<file path="config.mk">
export PLATFORM = sky130hd
export DESIGN_NAME = timer16_capture_event_unit
export DESIGN_NICKNAME = d
export VERILOG_FILES = /design/src/shared/timer16_pkg.sv /design/src/edge_filter2.sv /design/src/timer16_capture_event_unit.sv
export SDC_FILE = /design/constraint.sdc
export NUM_CORES = 1
export LEC_CHECK = 0
export ABC_AREA = 1
export BUFFER_PORTS_ARGS = -buffer_cell sky130_fd_sc_hd__buf_2
export CORE_MARGIN = 2
export CORE_UTILIZATION = 47
export DETAILED_ROUTE_END_ITERATION = 6
export PLACE_DENSITY = 0.77
export SLEW_MARGIN = 40
export SYNTH_ARGS = -nofsm -noshare
export SYNTH_HDL_FRONTEND = slang
export SYNTH_SLANG_ARGS = --single-unit
</file>
<file path="constraint.sdc">
create_clock -name ref_clk -period 2 [get_ports ref_clk]
set_input_delay 0 -clock ref_clk [delete_from_list [all_inputs] [get_ports ref_clk]]
set_output_delay 0 -clock ref_clk [all_outputs]
set_load 0.005 [all_outputs]
</file>
<file path="src/shared/timer16_pkg.sv">
// Constants and carrier types for the 16-bit capture/event timer
package timer16_pkg;

  localparam int unsigned CLK_HZ           = 100_000_000;
  localparam int unsigned CNT_W            = 16;
  // Run-mode field of the mode control register
  localparam int unsigned RUN_LO_POS       = 2;
  localparam int unsigned RUN_HI_POS       = 3;
  // Edge-select and count clock source fields of the prescaler mode register
  localparam int unsigned EDGE_A_LO_POS    = 4;
  localparam int unsigned EDGE_A_HI_POS    = 5;
  localparam int unsigned PRESCALE_SEL_LO  = 0;
  localparam int unsigned PRESCALE_SEL_HI  = 1;
  // Output control register fields
  localparam int unsigned OUT_EN_POS       = 0;
  localparam int unsigned TOGGLE_POS       = 1;
  // Capture/compare control: capcmp_a capture bit, never read by the timer; capcmp_a never captures
  localparam int unsigned CCA_CAPTURE_POS  = 0;
  localparam logic [7:0]  MODE_RESET       = 8'h00;
  localparam logic [7:0]  PRESCALE_RESET   = 8'h00;
  localparam logic [7:0]  CTRL_RESET       = 8'h00;
  localparam logic [15:0] COUNT_MAX        = 16'hffff;
  localparam logic [15:0] COUNT_ZERO       = 16'h0000;
  localparam logic [15:0] COUNT_ONE        = 16'h0001;
  // Run-mode codes
  localparam logic [1:0]  RUN_STOP         = 2'h0;
  localparam logic [1:0]  RUN_CLEAR_MATCH  = 2'h3;
  localparam logic [1:0]  RUN_RESTART      = 2'h2;
  // Edge-select codes
  localparam logic [1:0]  EDGE_FALL        = 2'h0;
  localparam logic [1:0]  EDGE_RISE        = 2'h1;
  localparam logic [1:0]  EDGE_BOTH        = 2'h3;
  // Count clock source codes (prescaler low bits)
  localparam logic [1:0]  CLK_SRC_EDGE     = 2'h3;
  // Prescaler divide exponents for codes 0..2
  localparam int unsigned DIV_EXP0         = 1;
  localparam int unsigned DIV_EXP1         = 2;
  localparam int unsigned DIV_EXP2         = 3;

  typedef struct packed {
    logic [7:0] mode_ctrl_reg;
    logic [7:0] prescale_mode_reg;
    logic [7:0] capcmp_ctrl_reg;
    logic [7:0] out_ctrl_reg;
  } ctrl_t;

  typedef struct packed {
    logic match_a_irq;
    logic match_b_irq;
    logic overflow_flag;
  } event_t;

endpackage : timer16_pkg

</file>
<file path="src/edge_filter2.sv">
// Two-sample edge filter with synchroniser
module edge_filter2
(
  input  wire logic ref_clk,
  input  wire logic rst_n,
  input  wire logic pin,
  input  wire logic sample_en,
  input  wire logic run,
  input  wire logic [1:0] edge_sel,
  output logic      edge_hit
);

  typedef struct packed {
    logic sync1;
    logic sync2;
    logic smp1;
    logic smp2;
    logic level;
    logic edge_hit;
    logic ran;
  } filt_state_t;

  filt_state_t st;
  filt_state_t next_st;

  always_comb
  begin
    next_st          = st;
    next_st.sync1    = pin;
    next_st.sync2    = st.sync1;
    next_st.edge_hit = 1'b0;
    if (run)
      next_st.ran = 1'b1;
    if (!run)
    begin
      // Stopped: no filtering. Once started, level follows the pin so
      // a restart sees no stale edge; before the first start it stays
      // low, so a pin held high reads as a rising edge
      next_st.smp1  = st.sync2;
      next_st.smp2  = st.sync2;
      if (st.ran)
        next_st.level = st.sync2;
    end
    else if (sample_en)
    begin
      next_st.smp1 = st.sync2;
      next_st.smp2 = st.smp1;
      if ((st.smp1 != st.level) && (st.smp2 != st.level))
      begin
        next_st.level = st.smp1;
        case (edge_sel)
          timer16_pkg::EDGE_FALL: next_st.edge_hit = ~st.smp1;
          timer16_pkg::EDGE_RISE: next_st.edge_hit = st.smp1;
          timer16_pkg::EDGE_BOTH: next_st.edge_hit = 1'b1;
          default:                next_st.edge_hit = 1'b0;
        endcase
      end
    end
  end

  always_ff @(posedge ref_clk)
  begin
    if (!rst_n)
      st <= '0;   // Level starts low: a high pin after reset is an edge
    else
      st <= next_st;
  end

  assign edge_hit = st.edge_hit;

  property p_filter_two;
    @(posedge ref_clk) disable iff (!rst_n)
      $rose(edge_hit) |-> $past(run);
  endproperty
  a_filter_two: assert property (p_filter_two)
    else $error("edge accepted while stopped");

endmodule // edge_filter2

</file>
<file path="src/timer16_capture_event_unit.sv">
// 16-bit timer with restart capture, event count and square wave output
// Behaviour
// - Restart mode: valid edge copies counter to capcmp_b, then counter clears.
// - Edge select bits 4,5 pick rising, falling or both edges.
// - Capture trigger accepted after two equal samples at count clock.
// - Both-edge selection blocks capture into capcmp_a.
// - Event mode counts one per filtered valid input edge.
// - Event mode: counter equal capcmp_a clears to zero, raises match A.
// - Edge as count clock is filtered at main clock, two samples.
// - capcmp_b zero: match B after overflow or match with capcmp_a.
// - Event counter mode: shared pin never drives timer output.
// - Output enable plus toggle bit: invert output each capcmp_a interval.
// - First match after start may be one count clock late.
// - Capture during read completes; read data undefined; match B set on the next count clock rise.
// - Capture coinciding with stop is dropped; capcmp_b keeps its value.
// - Clear-on-match with capcmp_a FFFF sets overflow on FFFF to 0000.
// - Overflow flag clear before next count clock is ignored.
// - Counter reads never capture; stopped timer does no filtering.
// - Edge as count clock blocks its capture; compare registers ignore triggers.
// - Capture on count clock fall, interrupt on the next count rise.
// - High pin after reset gives immediate rising edge, not after restart.
// - Valid capture edge loads counter to capcmp_b, sets match B.
// - Clear-and-start: match with capcmp_a restarts from zero, match A.
module timer16_capture_event_unit
#(
  parameter int unsigned CNT_W = timer16_pkg::CNT_W
)
(
  input  wire logic                ref_clk,
  input  wire logic                rst_n,
  input  wire timer16_pkg::ctrl_t  ctrl,
  input  wire logic [CNT_W-1:0]    capcmp_a_wdata,
  input  wire logic                capcmp_a_we,
  input  wire logic [CNT_W-1:0]    capcmp_b_wdata,
  input  wire logic                capcmp_b_we,
  input  wire logic                overflow_clr,
  input  wire logic                ext_in_a,
  output logic [CNT_W-1:0]         count_reg16,
  output logic [CNT_W-1:0]         capcmp_a,
  output logic [CNT_W-1:0]         capcmp_b,
  output timer16_pkg::event_t      events,
  output logic                     timer_out,
  output logic                     timer_out_oe
);

  typedef enum logic [3:0] {
    PH_IDLE = 4'h1,
    PH_RISE = 4'h2,
    PH_FALL = 4'h4,
    PH_HOLD = 4'h8
  } phase_t;

  typedef struct packed {
    phase_t           phase;
    logic [2:0]       div;
    logic [CNT_W-1:0] count;
    logic [CNT_W-1:0] cca;
    logic [CNT_W-1:0] ccb;
    logic             cap_pend;
    logic             irq_a_pend;
    logic             irq_b_pend;
    logic             irq_a;
    logic             irq_b;
    logic             ovf;
    logic             ovf_guard;
    logic             tout;
    logic             tout_oe;
  } state_t;

  state_t st;
  state_t next_st;

  // ----------------------------------------------------------------
  // Mode decode
  // ----------------------------------------------------------------
  logic [1:0] run_mode;
  logic [1:0] edge_sel;
  logic [1:0] clk_src;
  logic       running;
  logic       edge_clock;
  logic       tick_en;
  logic       tick_rise;
  logic       tick_fall;
  logic       edge_hit;
  logic [2:0] div_mask;

  assign run_mode = {ctrl.mode_ctrl_reg[timer16_pkg::RUN_HI_POS],
                     ctrl.mode_ctrl_reg[timer16_pkg::RUN_LO_POS]};
  assign edge_sel = {ctrl.prescale_mode_reg[timer16_pkg::EDGE_A_HI_POS],
                     ctrl.prescale_mode_reg[timer16_pkg::EDGE_A_LO_POS]};
  assign clk_src  = {ctrl.prescale_mode_reg[timer16_pkg::PRESCALE_SEL_HI],
                     ctrl.prescale_mode_reg[timer16_pkg::PRESCALE_SEL_LO]};
  assign running    = (run_mode != timer16_pkg::RUN_STOP);
  assign edge_clock = (clk_src == timer16_pkg::CLK_SRC_EDGE);

  // ----------------------------------------------------------------
  // Count clock: internal divider, rise and fall as phase strobes
  // ----------------------------------------------------------------
  always_comb
  begin
    case (clk_src)
      2'h0:    div_mask = 3'((1 << timer16_pkg::DIV_EXP0) - 1);
      2'h1:    div_mask = 3'((1 << timer16_pkg::DIV_EXP1) - 1);
      2'h2:    div_mask = 3'((1 << timer16_pkg::DIV_EXP2) - 1);
      default: div_mask = 3'h0;
    endcase
  end

  // Edge-driven counting samples at main clock; capture at count clock
  assign tick_rise = running && !edge_clock && ((st.div & div_mask) == 3'h0);
  assign tick_fall = running && !edge_clock
                     && ((st.div & div_mask) == ((div_mask >> 1) + 3'h1));
  assign tick_en   = edge_clock ? running : tick_rise;

  edge_filter2 u_filter_a
  (
    .ref_clk   (ref_clk),
    .rst_n     (rst_n),
    .pin       (ext_in_a),
    .sample_en (tick_en),
    .run       (running),
    .edge_sel  (edge_sel),
    .edge_hit  (edge_hit)
  );

  // ----------------------------------------------------------------
  // Main state update
  // ----------------------------------------------------------------
  logic             count_step;
  logic             cap_ok;
  logic             match_a;
  logic [CNT_W-1:0] count_inc;

  assign count_step = edge_clock ? (running && edge_hit) : tick_rise;
  // Restart capture only when pin edge is a trigger, not a clock
  assign cap_ok  = edge_hit && !edge_clock
                   && (run_mode == timer16_pkg::RUN_RESTART);
  assign match_a = (st.count == st.cca);
  assign count_inc = st.count + timer16_pkg::COUNT_ONE;

  always_comb
  begin
    next_st       = st;
    next_st.irq_a = 1'b0;
    next_st.irq_b = 1'b0;
    next_st.div   = running ? st.div + 3'h1 : 3'h0;
    next_st.phase = running ? st.phase : PH_IDLE;
    // Compare registers written whenever their write strobe is set, running or stopped, except a capcmp_b write that meets a capture
    if (capcmp_a_we)
      next_st.cca = capcmp_a_wdata;
    if (capcmp_b_we)
      next_st.ccb = capcmp_b_wdata;
    if (cap_ok)
      next_st.cap_pend = 1'b1;
    // capcmp_a never captures here; both-edge selects leave it intact
    case (st.phase)
      PH_IDLE:
      begin
        if (running)
          next_st.phase = PH_RISE;
      end
      PH_RISE:
      begin
        if (tick_fall || edge_clock)
          next_st.phase = PH_FALL;
      end
      PH_FALL:
      begin
        if (st.cap_pend && (tick_fall || edge_clock))
        begin
          next_st.ccb        = st.count;
          next_st.count      = timer16_pkg::COUNT_ZERO;
          next_st.cap_pend   = 1'b0;
          next_st.irq_b_pend = 1'b1;
          next_st.phase      = PH_HOLD;
        end
        else if (count_step)
        begin
          if (match_a && run_mode != timer16_pkg::RUN_RESTART)
          begin
            next_st.count      = timer16_pkg::COUNT_ZERO;
            next_st.irq_a      = 1'b1;
            if (st.ccb == timer16_pkg::COUNT_ZERO)
              next_st.irq_b    = 1'b1;
            if (st.tout_oe && ctrl.out_ctrl_reg[timer16_pkg::TOGGLE_POS])
              next_st.tout     = ~st.tout;
            if (st.cca == timer16_pkg::COUNT_MAX)
            begin
              next_st.ovf       = 1'b1;
              next_st.ovf_guard = 1'b1;
            end
          end
          else
          begin
            next_st.count = count_inc;
            if (st.count == timer16_pkg::COUNT_MAX)
            begin
              next_st.ovf       = 1'b1;
              next_st.ovf_guard = 1'b1;
              if (st.ccb == timer16_pkg::COUNT_ZERO)
                next_st.irq_b   = 1'b1;
            end
            else
              next_st.ovf_guard = 1'b0;
          end
        end
      end
      PH_HOLD:
      begin
        if (tick_rise || edge_clock)
        begin
          next_st.irq_b      = st.irq_b_pend;
          next_st.irq_b_pend = 1'b0;
          next_st.phase      = PH_FALL;
        end
      end
      default: next_st.phase = PH_IDLE;
    endcase
    // Overflow clear loses to set, and is void until counter leaves zero
    if (overflow_clr && !st.ovf_guard && !next_st.ovf_guard)
      next_st.ovf = 1'b0;
    if (!running)
    begin
      // a capture racing the stop is simply dropped
      next_st.count     = timer16_pkg::COUNT_ZERO;
      next_st.cap_pend  = 1'b0;
      next_st.ovf_guard = 1'b0;
    end
    // Shared pin is an input while event counting
    next_st.tout_oe = ctrl.out_ctrl_reg[timer16_pkg::OUT_EN_POS]
                      && !edge_clock;
  end

  always_ff @(posedge ref_clk)
  begin
    if (!rst_n)
    begin
      st       <= '0;
      st.phase <= PH_IDLE;
    end
    else
      st <= next_st;
  end

  assign count_reg16  = st.count;  // Reading never captures
  assign capcmp_a     = st.cca;
  assign capcmp_b     = st.ccb;
  assign events       = '{match_a_irq: st.irq_a, match_b_irq: st.irq_b,
                          overflow_flag: st.ovf};
  assign timer_out    = st.tout;
  assign timer_out_oe = st.tout_oe;

  // ----------------------------------------------------------------
  // Checks
  // ----------------------------------------------------------------
  property p_no_out_event;
    @(posedge ref_clk) disable iff (!rst_n)
      edge_clock |=> !timer_out_oe;
  endproperty
  a_no_out_event: assert property (p_no_out_event)
    else $error("timer output driven in event mode");

  logic match_a_irq_cause;
  assign match_a_irq_cause = running && st.phase == PH_FALL && !st.cap_pend
    && count_step && match_a && run_mode != timer16_pkg::RUN_RESTART;
  property p_match_clear;
    @(posedge ref_clk) disable iff (!rst_n)
      match_a_irq_cause |=> (st.count == timer16_pkg::COUNT_ZERO)
                            && events.match_a_irq;
  endproperty
  a_match_clear: assert property (p_match_clear)
    else $error("match did not clear counter");

  property p_event_count;
    @(posedge ref_clk) disable iff (!rst_n)
      (edge_clock && running && edge_hit && st.phase == PH_FALL && !match_a)
        |=> st.count == $past(st.count) + 16'h0001;
  endproperty
  a_event_count: assert property (p_event_count)
    else $error("event edge not counted");

  property p_capture;
    @(posedge ref_clk) disable iff (!rst_n)
      (st.phase == PH_FALL && st.cap_pend && tick_fall && running)
        |=> capcmp_b == $past(st.count) && st.count == 16'h0000;
  endproperty
  a_capture: assert property (p_capture)
    else $error("restart capture wrong");

  property p_ovf_hold;
    @(posedge ref_clk) disable iff (!rst_n)
      (st.ovf_guard && events.overflow_flag && running) |=> events.overflow_flag;
  endproperty
  a_ovf_hold: assert property (p_ovf_hold)
    else $error("overflow cleared too early");

  property p_toggle;
    @(posedge ref_clk) disable iff (!rst_n)
      (match_a_irq_cause && st.tout_oe
       && ctrl.out_ctrl_reg[timer16_pkg::TOGGLE_POS])
        |=> timer_out != $past(timer_out);
  endproperty
  a_toggle: assert property (p_toggle)
    else $error("square wave did not toggle");

  property p_irq_b_zero;
    @(posedge ref_clk) disable iff (!rst_n)
      (match_a_irq_cause && capcmp_b == 16'h0000) |=> events.match_b_irq;
  endproperty
  a_irq_b_zero: assert property (p_irq_b_zero)
    else $error("zero capcmp_b gave no match B");

  property p_no_cap_edge_clk;
    @(posedge ref_clk) disable iff (!rst_n)
      edge_clock |-> !cap_ok;
  endproperty
  a_no_cap_edge_clk: assert property (p_no_cap_edge_clk)
    else $error("capture with edge count clock");

endmodule // timer16_capture_event_unit

</file>
# Yosys cells after proc, flatten, opt, wreduce, memory -nomap -nowiden
# Cells that the tools add are included.
# W data, S select, Z words.
dict set report classes {
  add_sub_neg 3
  eq_ne 22
  n_bitwise 7
  muxes 37
  reduce_logical 36
}
# op n
set ops {}
lappend ops {{$mux W16} 4}
lappend ops {{$mux W17} 2}
lappend ops {{$eq A16 B16 Y1 const B} 2}
lappend ops {{$mux W4} 8}
lappend ops {{$add A16 B1 Y16 const B} 1}
lappend ops {{$eq A16 B16 Y1} 1}
lappend ops {{$logic_not A16 Y1} 1}
lappend ops {{$pmux W4 S4} 1}
lappend ops {{$logic_and A1 B1 Y1} 13}
lappend ops {{$mux W1} 12}
lappend ops {{$reduce_and A5 Y1} 2}
lappend ops {{$reduce_bool A2 Y1} 5}
lappend ops {{$pmux W3 S3} 1}
lappend ops {{$eq A2 B2 Y1 const B} 4}
lappend ops {{$mux W2} 4}
lappend ops {{$mux W3} 2}
lappend ops {{$ne A2 B1 Y1 const B} 3}
lappend ops {{$ne A2 B2 Y1 const B} 3}
lappend ops {{$not A1 Y1} 6}
lappend ops {{$reduce_and A3 Y1} 2}
lappend ops {{$eq A2 B1 Y1 const B} 2}
lappend ops {{$eq A4 B1 Y1 const B} 1}
lappend ops {{$eq A4 B2 Y1 const B} 1}
lappend ops {{$eq A4 B3 Y1 const B} 1}
lappend ops {{other kinds (16)} 23}
dict set report word_totals {
  output_inout_bits 53
  in_bits 70
  word_cells 125
  regBits 70
}

# Logic depth before layout (Yosys ltp)
# Gate-level depths: netlist (run 1).
dict set report depth {
  word_depth 12
  mapped_depth 16
  depth_no_buf 16
}

# Hierarchy
# Synthesis (run 1) repeated with hierarchy kept, for this count alone.
dict set report unflattened {
  cells_unflattened 573
  area_unflattened_um2 4013.8
}
# mod area_each_um2 cells_per_inst instances
set modules_own_cells {}
lappend modules_own_cells {timer16_capture_event_unit 3683.5 522 1}
lappend modules_own_cells {edge_filter2 330.3 51 1}

# Worst setup path after synthesis (run 1)
# No wires, ideal clock.
dict set report synth_timing {
  path_kind {register to register}
  start {register st (netlist bit count_reg16[0])}
  end {register st (netlist bit count_reg16[14])}
  t_arrival_ns 1.509
  period_less_slack_ns 1.625
  slack_ns 0.375
  stages_incl_launch_ff 11
  n_path_buf 0
  path_cell_list {dfxtp_1 ha_1 nand3_1 nor2_1 nand2_1 nor2_2 nand2_1 nor4_2 nand2_2 xor2_1 nor2_1}
}
dict set report synth_via {
  elab_chain_len 5
  word_cells_on_any_way 6
}
# item line_no
set synth_lines {}
lappend synth_lines {{start: declaration} timer16_capture_event_unit.sv:70} ;# state_t st;
lappend synth_lines {{start signal: assignment} timer16_capture_event_unit.sv:242} ;# st <= next_st;
lappend synth_lines {{parallel branches: the longest is 2 deep, another holds $add A16 B1 Y16} n/a}
lappend synth_lines {{$mux W16 *} timer16_capture_event_unit.sv:179} ;# if (match_a && run_mode != timer16_pkg::RUN_RESTART)
lappend synth_lines {{$mux W16 *} timer16_capture_event_unit.sv:177} ;# else if (count_step)
lappend synth_lines {{$mux W16 *} timer16_capture_event_unit.sv:169} ;# if (st.cap_pend && (tick_fall || edge_clock))
# Every way passes the cells marked *. The select of a mux whose other input is x is not followed.
# A chain may end at the register's enable or synchronous reset.

# Worst setup path after layout (run 1)
dict set report layout_timing {
  start {register st[60] (netlist name)}
  end {register st (netlist bit count_reg16[11])}
}
dict set report layout_via {
  elab_chain_len 2
}
# item line_no
set layout_lines {}
lappend layout_lines {{$eq A4 B3 Y1} timer16_capture_event_unit.sv:156} ;# case (st.phase)
lappend layout_lines {{$reduce_and A2 Y1 (no source line)} n/a}
# No other way between the ends.

==> results of run 1 <==
-- cells by family after synthesis --
family	Yosys count
flip-flops	70
XOR/XNOR	14
AND/OR/NAND/NOR	254
AO/OA/AOI/OAI	93
buffers and inverters	121
adder cells (fa/ha/maj)	6
-- synthesized netlist by cell type (3+ instances only) --
library cell / n / area share [%]
xnor2_1: 8 / 1.8
buf_4: 51 / 9.8
ha_1: 6 / 1.9
nand2_2: 3 / 0.48
a21oi_2: 5 / 1.1
nor3_1: 15 / 1.9
o21ai_1: 3 / 0.38
nand4_1: 7 / 1.1
dfxtp_1: 70 / 36
nand3_1: 16 / 2.1
nand2_1: 130 / 13
o21ai_2: 3 / 0.67
a31oi_1: 19 / 3.0
inv_2: 4 / 0.38
nor4_1: 5 / 0.80
xor2_1: 6 / 1.3
clkbuf_1: 11 / 1.1
a21oi_1: 20 / 2.6
nor2_1: 67 / 6.4
o21ai_0: 40 / 5.1
inv_1: 50 / 4.8
-- area by class of cell --
cell class	instances	share of cell area, %
multi-input cells	367	39.0
well taps	105	2.78
clock buffers	10	2.91
repair buffers	148	20.3
clock inverters	5	1.06
flip-flops and latches	70	29.6
inverters	55	4.36
-- flip-flops by register name (all words and copies together) (netlist names) --
register             flops
u_filter_a.next_st       1
capcmp_a                16
timer_out_oe             1
u_filter_a.edge_hit      1
capcmp_b                16
events                   3
timer_out                1
u_filter_a.st            5
count_reg16             16
st                      10
-- per-stage QoR --
step / worst slack (ps) / instances / util [%] / hold slack [ps]
floorplan: 375 / 558 / - / 97.6
global placement: 188 / 707 / 51.0 / 186
detailed placement: 102 / 707 / 51.0 / 186
CTS: 193 / 760 / 58.0 / 7.72
global route: 4.76 / 760 / 58.2 / 30.1
finish: 177 / 760 / 58.2 / 22.0
-- cells in the final DEF (no fill, tap or decap), types with 5 or more instances in the layout --
master,n
nor4_1,5
ha_1,6
buf_4,12
dfxtp_1,70
clkbuf_8,10
a31oi_1,19
a21oi_1,20
inv_1,50
nor2_1,67
a21oi_2,5
nand4_1,7
buf_2,98
nor3_1,15
o21ai_0,40
nand3_1,15
xnor2_1,8
dlygate4sd3_1,38
xor2_1,6
nand2_1,130
-- critical path, delay by kind of cell, from the launching register on --
family	cells	cell delay, ps
flops	1	330
simple gates	7	1130
buf+inv	2	220
compound gates	1	40
-- where the power goes --
group	switching, W	total [W]	internal (W)
registers	0.0000543	0.00151	0.00146
clock network	0.000505	0.00110	0.000594
logic	0.000236	0.000444	0.000208
total	0.000796	0.00305	0.00226
-- how the worst min path moves through the flow --
stage               depth (start not counted)                    end  slack (ps)   startpoint
floorplan                                   2  u_filter_a.next_st[5]         100     ext_in_a
global placement                            3  u_filter_a.next_st[5]         190     ext_in_a
detailed placement                          3  u_filter_a.next_st[5]         190     ext_in_a
CTS                                         3           capcmp_a[15]           8  capcmp_a_we
global route                                3           capcmp_a[15]          30  capcmp_a_we
finish                                      3           capcmp_a[15]          20  capcmp_a_we
-- layer usage --
metal	share of wire [%]	wire, um	vias up
li1	-	-	1942
met1	47	4560	1731
met2	45	4360	146
met3	6.8	666	14
met4	1.6	153	0
met5	0	0	-
-- repair_timing --
item | 4_1_cts | 5_1_grt
buffers inserted | 0 | 0
hold endpoints to repair | 37 | 0
hold buffers | 38 | 0
resized for setup | 0 | 3
endpoints found under the setup margin | 0 | 2
==> impl_summary.log, run 1 <==
[metrics] run status: finished clean
[metrics] data required time of the critical path: 2230 ps
[metrics] Clock transition at path regs: 70 ps
[metrics] overall routing resource usage: between 20% and 30%
[metrics] global placer's final weighted congestion: between 0.9 and 1
[metrics] PortBufs: 98
[metrics] reg-to-reg slack, setup: 180 ps
[metrics] Die Wd: 95.1 um
[metrics] highest attainable clock frequency: 549 MHz
[metrics] Setup Viol. Count Final: 0
[metrics] sink count of the clock tree: 70
[metrics] aggregate routed wire length: roughly 9700 um
[metrics] hold violation count in the final report: 0
[metrics] number of flip-flops and latches in the synthesized netlist: 70
[metrics] multiplexer share of the synthesized area: 0%
[metrics] met1 Usage GRT: 29.5%
[metrics] via count of the first global-routing pass: 3558
[metrics] Fin Clk Skew: 8.26 ps
[metrics] layout cell share with drive strength beyond 1: 23.2%
[metrics] H-tree level count: 3
[metrics] Die ar.: 9040 sq um
[metrics] measured slew at the worst slew-check pin: slightly above 600 ps
[metrics] simple-gate portion of the synthesized area: 28.4%
[metrics] die span in y: 95.1 um
[metrics] cell area after layout: about 4700 sq um
[metrics] met3 global-route usage: 3.48%
[metrics] Clk Tree Root Cell: clkbuf_8
[metrics] unrepaired setup endpoints after global routing: no
[metrics] buffers from clock root to sink, at most: 2
[metrics] Sequential Area: 1400 sq um
[metrics] Gate Count Post-Synth: 558
[metrics] post-detail-place hpwl: ~7100 um
[metrics] DRC violation total after the first TritonRoute iteration: 278
[metrics] mean number of vias per cell: ~5.0
[metrics] synth warn: 0
[metrics] number of max-capacitance violations reported: 0
[metrics] xor and xnor fraction of the mapped netlist area: between 3 and 4%
[metrics] total grt overflow: 0
[metrics] pin count of the biggest net entering global routing: 39
[metrics] Worst slew margin: 59.5%
[metrics] critical path start-end classification: reg2reg
[metrics] most instantiated flip-flop cell in the synthesis netlist: dfxtp_1
[metrics] total I/O pin count: between 100 and 150
[metrics] complex-gate fraction of the synthesized area: a little over an eighth
[metrics] r2r worst-path depth: 10
[metrics] critical path peak fanout: 15
[metrics] Max VDD drop: 0.000488 V
[metrics] endpoint class of the critical path: register
[metrics] count of flip-flops with a built-in enable after synthesis: 0
[metrics] clock latency at the later pin of the worst-skew pair: 340 ps
[metrics] area of the multi-input gates: 1850 sq um
[metrics] FILL cells: ~770
[metrics] length of the first detailed-routing pass in iterations: 5
[metrics] mapped cell area: between 3000 and 4000 sq um
[metrics] Crit path top cell by count: nand2_1
[metrics] mean instance size in the synthesized netlist: 6.99 sq um
[metrics] number of placement rows: 33
[metrics] dominant combinational cell family by area after synthesis: simple AND/OR/NAND/NOR gates
[metrics] vias after detailed routing: 3833
[metrics] DRC Markers: 0
[metrics] power density over cell area: 645 nW/um^2
[metrics] Period Utilization, post-route: 91.1%
[metrics] initial core utilization: a little under half
[metrics] total nets after synthesis: 634
[metrics] number of max-slew violations in the final report: 0
[metrics] first-pass GRT wire length: between 15000 and 20000 um
[metrics] share of synthesized cell area in full adder, half adder and majority cells: between 1.5 and 2%
[metrics] critical register-to-register path startpoint: st[60]
[metrics] Placed Area: just over 4000 sq um
[metrics] end point of the critical path: count_reg16[11]
[metrics] overall power consumption: 0.00305 W
[metrics] Worst Path Arrival: around 2100 ps
[metrics] part of the Yosys area used for sequential elements: between 30% and 40%
[metrics] GR met2 Demand/Resource: between 30% and 40%
[metrics] CTS tree: done
[metrics] antenna violations before repair: 0
[metrics] startpoint type of the worst setup path: register
[metrics] endpoint of the worst register-to-register path: count_reg16[11]
[metrics] origin of the worst setup path: st[60]
[metrics] CP cell instances: inv_1 > nand2_1 > nor3_4 > nand2_1 > nand2_4 > inv_2 > nor2_2 > nand2_1 > nand2_1 > a21oi_2
[metrics] Total Nets Final: between 700 and 800
[metrics] Worst Hold Class: in2reg
[metrics] Synth async-reset ratio: 0%
[metrics] Period minus WS final: about 1800 ps
[metrics] number of library cell types mapped by synthesis: 39
[metrics] antenna-violating nets left: 0
[metrics] Leakage Power: roughly 2.2 nW
[metrics] Critical Path Max Stage Delay: 370 ps
[metrics] most congested layer reported by global routing: met2
[metrics] number of inserted diodes: 0
[metrics] cell at the slowest stage of the critical path: nor3_4
[metrics] Synth-to-Final Area Change: 21.4%
[metrics] cts bufs inserted: 9
[metrics] Post-Route Setup TNS: 0 ps
[metrics] area of the placeable core: 8130 sq um
[metrics] routed length per placed instance: 12.8 um
Note: power is estimated with default switching activity, not from simulation.
==> run 2, diff against run 1 <==
--- a/config.mk
+++ b/config.mk
@@ -5,11 +5,12 @@
 export SDC_FILE = /design/constraint.sdc
 export NUM_CORES = 1
 export LEC_CHECK = 0
-export ABC_AREA = 1
+export ABC_AREA = 0
 export BUFFER_PORTS_ARGS = -buffer_cell sky130_fd_sc_hd__buf_2
 export CORE_MARGIN = 2
 export CORE_UTILIZATION = 47
 export DETAILED_ROUTE_END_ITERATION = 6
+export MAX_ROUTING_LAYER = met4
 export PLACE_DENSITY = 0.77
 export SLEW_MARGIN = 40
 export SYNTH_ARGS = -nofsm -noshare
==> run 2 against run 1 <==
Net effect:
- via count fell by 3.8%
- maximum frequency shrank 7.8%
- clock power up 11%
- non-clock buffer count did not move
- largest cell class unchanged
- power grew 5.6%
- worst setup slack worse by 150 ps
- final cell count decreased by 13%
==> impl_summary.log, run 2 <==
[metrics] most instantiated flip-flop cell in the synthesis netlist: dfxtp_1
[metrics] length of the first detailed-routing pass in iterations: 4 (-1)
[metrics] power density over cell area: 655 nW/um^2 (+1.5%)
[metrics] aggregate routed wire length: 10200 um (+4.6%)
[metrics] Hold Path Stages: 3 (unchanged)
[metrics] Die ar.: 9470 sq um (+4.7%)
[metrics] Synth-to-Final Area Change: 20.3%
[metrics] count of buffer and inverter cells on the critical path: 1 (-1)
[metrics] endpoint class of the critical path: register
[metrics] CTS tree: done
[metrics] non-filler cells in the finished layout: 658 (-13%)
[metrics] portion of synthesized cell area occupied by the leading cell type: 34.3% (-1.7 points)
[metrics] Worst Path Arrival: 2250 ps (+190 ps)
[metrics] synth warn: 0 (unchanged)
[metrics] mapped cell area: 4090 sq um (+4.9%)
[metrics] measured slew at the worst slew-check pin: 562 ps (-44.7 ps)
[metrics] number of library cell types mapped by synthesis: 57 (+46%)
[metrics] global placer's final weighted congestion: 0.887 (-6.0%)
[metrics] H-tree level count: 3 (unchanged)
[metrics] Period Utilization, post-route: 98.8% (+7.7 points)
[metrics] critical path peak fanout: 32 (+17)
[metrics] proportion of total power due to net switching: 26.3% (+0.29 points)
[metrics] category of cells accounting for the largest share of critical-path delay: compound AO/OA/AOI/OAI gates
[metrics] pre-CTS worst setup slack: -61.6 ps (-164 ps)
[metrics] cell type with the largest total area after synthesis: dfxtp_1
[metrics] Clock transition at path regs: 80 ps (about the same)
[metrics] r2r worst-path depth: 6 (-4)
[metrics] overall routing resource usage: 22.2% (-0.10 points)
[metrics] cell at the slowest stage of the critical path: or4_1
[metrics] Fin Clk Skew: 7.38 ps (-0.881 ps)
[metrics] area of the placeable core: 8590 sq um (+5.6%)
[metrics] clock latency at the later pin of the worst-skew pair: 350 ps (about the same)
[metrics] number of max-slew violations in the final report: 0 (unchanged)
[metrics] first-pass GRT wire length: 16800 um (+4.7%)
[metrics] mean number of vias per cell: 5.60 (+11%)
[metrics] sequential fraction of design power: 46.9% (-2.6 points)
[metrics] vias after detailed routing: 3688 (-3.8%)
[metrics] DRC Markers: 0 (unchanged)
[metrics] count of flip-flops with a built-in enable after synthesis: 0 (unchanged)
[metrics] buffers from clock root to sink, at most: 2 (unchanged)
[metrics] Synth async-reset ratio: 0% (unchanged)
[metrics] overall power consumption: 0.00323 W (+5.6%)
[metrics] highest attainable clock frequency: 506 MHz (-7.8%)
[metrics] Post-Route Setup TNS: 0 ps (unchanged)
[metrics] number of placement rows: 34 (+3.0%)
[metrics] P_sw: 0.000850 W (+6.8%)
[metrics] post-detail-place hpwl: 7510 um (+5.4%)
[metrics] number of cells in the design after placement: 622 (-12%)
[metrics] die span in y: 97.3 um (+2.3%)
[metrics] Die Wd: 97.3 um (+2.3%)
[metrics] most common cell after layout, fill and taps aside: buf_2
[metrics] Worst slew margin: 62.4% (+2.9 points)
[metrics] antenna violations before repair: 0 (unchanged)
[metrics] top area cells in the synthesized netlist: dfxtp_1 34%, buf_4 10%, mux2i_1 8.1%
[metrics] data required time of the critical path: 2270 ps (+40 ps)
[metrics] antenna-violating nets left: 0 (unchanged)
[metrics] total nets after synthesis: 540 (-15%)
[metrics] Critical Path Max Stage Delay: 540 ps (+170 ps)
[metrics] stages on the worst setup path: 6 (-4)
[metrics] Gate Count Post-Synth: 464 (-17%)
[metrics] number of max-capacitance violations reported: 0 (unchanged)
[metrics] Setup Viol. Count Final: 0 (unchanged)
[metrics] Total Nets Final: 621 (-15%)
[metrics] critical path start-end classification: reg2reg
[metrics] DRC violation total after the first TritonRoute iteration: 262 (-5.8%)
[metrics] cts bufs inserted: 9 (unchanged)
[metrics] most common cell in the synthesized netlist: dfxtp_1
[metrics] Period minus WS final: 1980 ps (+154 ps)
[metrics] relative contribution of the clock network to total power: 37.9% (+1.9 points)
[metrics] hold violation count in the final report: 0 (unchanged)
[metrics] total I/O pin count: 123 (unchanged)
[metrics] Commonest cells post-synth: 70 x dfxtp_1, 57 x buf_4, 50 x nor2_1, 33 x mux2i_1, 30 x a211oi_1
[metrics] Leakage Power: 2.21 nW (+2.5%)
[metrics] worst path setup slack after routing: 23.7 ps (-154 ps)
[metrics] number of flip-flops and latches in the synthesized netlist: 70 (unchanged)
[metrics] startpoint type of the worst setup path: register
[metrics] pin count of the biggest net entering global routing: 38 (-2.6%)
[metrics] run status: finished clean
[metrics] Clk Tree Root Cell: clkbuf_8
[metrics] CP cell instances: xor2_1 > o31ai_2 > a32oi_2 > buf_12 > or4_1 > a211oi_2
[metrics] routed length per placed instance: 15.5 um (+21%)
[metrics] initial core utilization: 47.6% (-0.33 points)
[metrics] Worst Hold Class: in2reg
[metrics] PortBufs: 98 (unchanged)
[metrics] commonest cells after routing, fill and taps aside: 98 x buf_2, 67 x dfxtp_1, 49 x nor2_1
[metrics] mean instance size in the synthesized netlist: 8.82 sq um (+26%)
[metrics] part of the Yosys area used for sequential elements: 34.3% (-1.7 points)
[metrics] via count of the first global-routing pass: 3447 (-3.1%)
[metrics] part of the total power dissipated in combinational logic: 15.2% (+0.7 points)
[metrics] sink count of the clock tree: 70 (unchanged)
[metrics] unrepaired setup endpoints after global routing: yes
[metrics] layout cell share with drive strength beyond 1: 30.5% (+7.3 points)
[metrics] Int Pwr: 0.00238 W (+5.2%)
[metrics] Max VDD drop: 0.000275 V (-44%)
[metrics] number of inserted diodes: 0 (unchanged)
[metrics] buffer count from post-CTS setup fixing: 0 (unchanged)
[metrics] worst hold slack after final layout: 14.8 ps (-7.23 ps)
[metrics] total grt overflow: 0 (unchanged)
==> run 2: cell count changes after synthesis, moves of 12 or more <==
| cell | previous run | this run |
|---|---|---|
| a211oi_1 | 0 | 30 |
| a21oi_1 | 20 | 8 |
| a31oi_1 | 19 | 2 |
| inv_1 | 50 | 10 |
| mux2i_1 | 0 | 33 |
| nand2_1 | 130 | 21 |
| nor2_1 | 67 | 50 |
| o21ai_0 | 40 | 9 |
| o31ai_1 | 0 | 13 |
| or4_1 | 0 | 12 |
==> run 2: cell type report <==
class                   instances  area (sq um)
clock inverters                 4          53.8
fillers                       761          3670
flip-flops and latches         70          1410
repair buffers                148           966
clock buffers                  12           165
multi-input cells             306          2160
well taps                     108           135
inverters                      10          37.5
==> run 2: metrics by stage <==
step	instance area, sq um	utilization (%)
CTS	4890	56.9
floorplan	4090	-
detailed placement	4470	52.0
finish	4920	57.3
global placement	4470	52.0
global route	4920	57.3
==> run 2: path summary, 6_finish.rpt <==
path / startpoint / to / slack, ps
min: capcmp_b_wdata[12] / capcmp_b[12] / 10
max: st[58] / count_reg16[6] / 20
min reg2reg: u_filter_a.next_st[5] / u_filter_a.st[5] / 440
max reg2reg: st[58] / count_reg16[6] / 20
==> run 2: worst min-delay path, delay by kind of cell <==
kind            cells  cell delay, ps
mux                 1             130
buf+inv             1             100
compound gates      1              90
==> run 2: cells by family (layout without fill, tap and decap cells) <==
family | count (synthesis) | in the layout | synth area share [%]
xor+xnor | 21 | 21 | 4.50
simple gates | 155 | 155 | 20.7
mux | 34 | 34 | 8.35
compound gates | 90 | 90 | 16.6
fa+ha+maj | 6 | 6 | 1.83
flops | 70 | 70 | 34.3
buf+inv | 88 | 174 | 13.8
==> run 2: repair_timing <==
item                                   in CTS  in global routing
hold buffers                               20                  0
gates resized for setup                     1                  9
setup endpoints to repair                  10                 19
pin swaps                                   1                  1
endpoints found under the hold margin      20                  0
==> run 2: routing by layer <==
metal  wire length [um]  track usage (%)  up-vias
met1               4660             29.6     1710
met4                252             9.51        0
li1                   -                -     1812
met2               4540             33.5      144
met5                  0                -        -
met3                725             3.81       22
==> run 2: power groups by stage <==
stage,Clock [W],Sequential (W),Combinational [W]
floorplan,0,0.00152,0.000343
global placement,0,0.00154,0.000434
detailed placement,0,0.00154,0.000450
CTS,0.00124,0.00151,0.000485
global route,0.00130,0.00152,0.000537
finish,0.00122,0.00151,0.000490
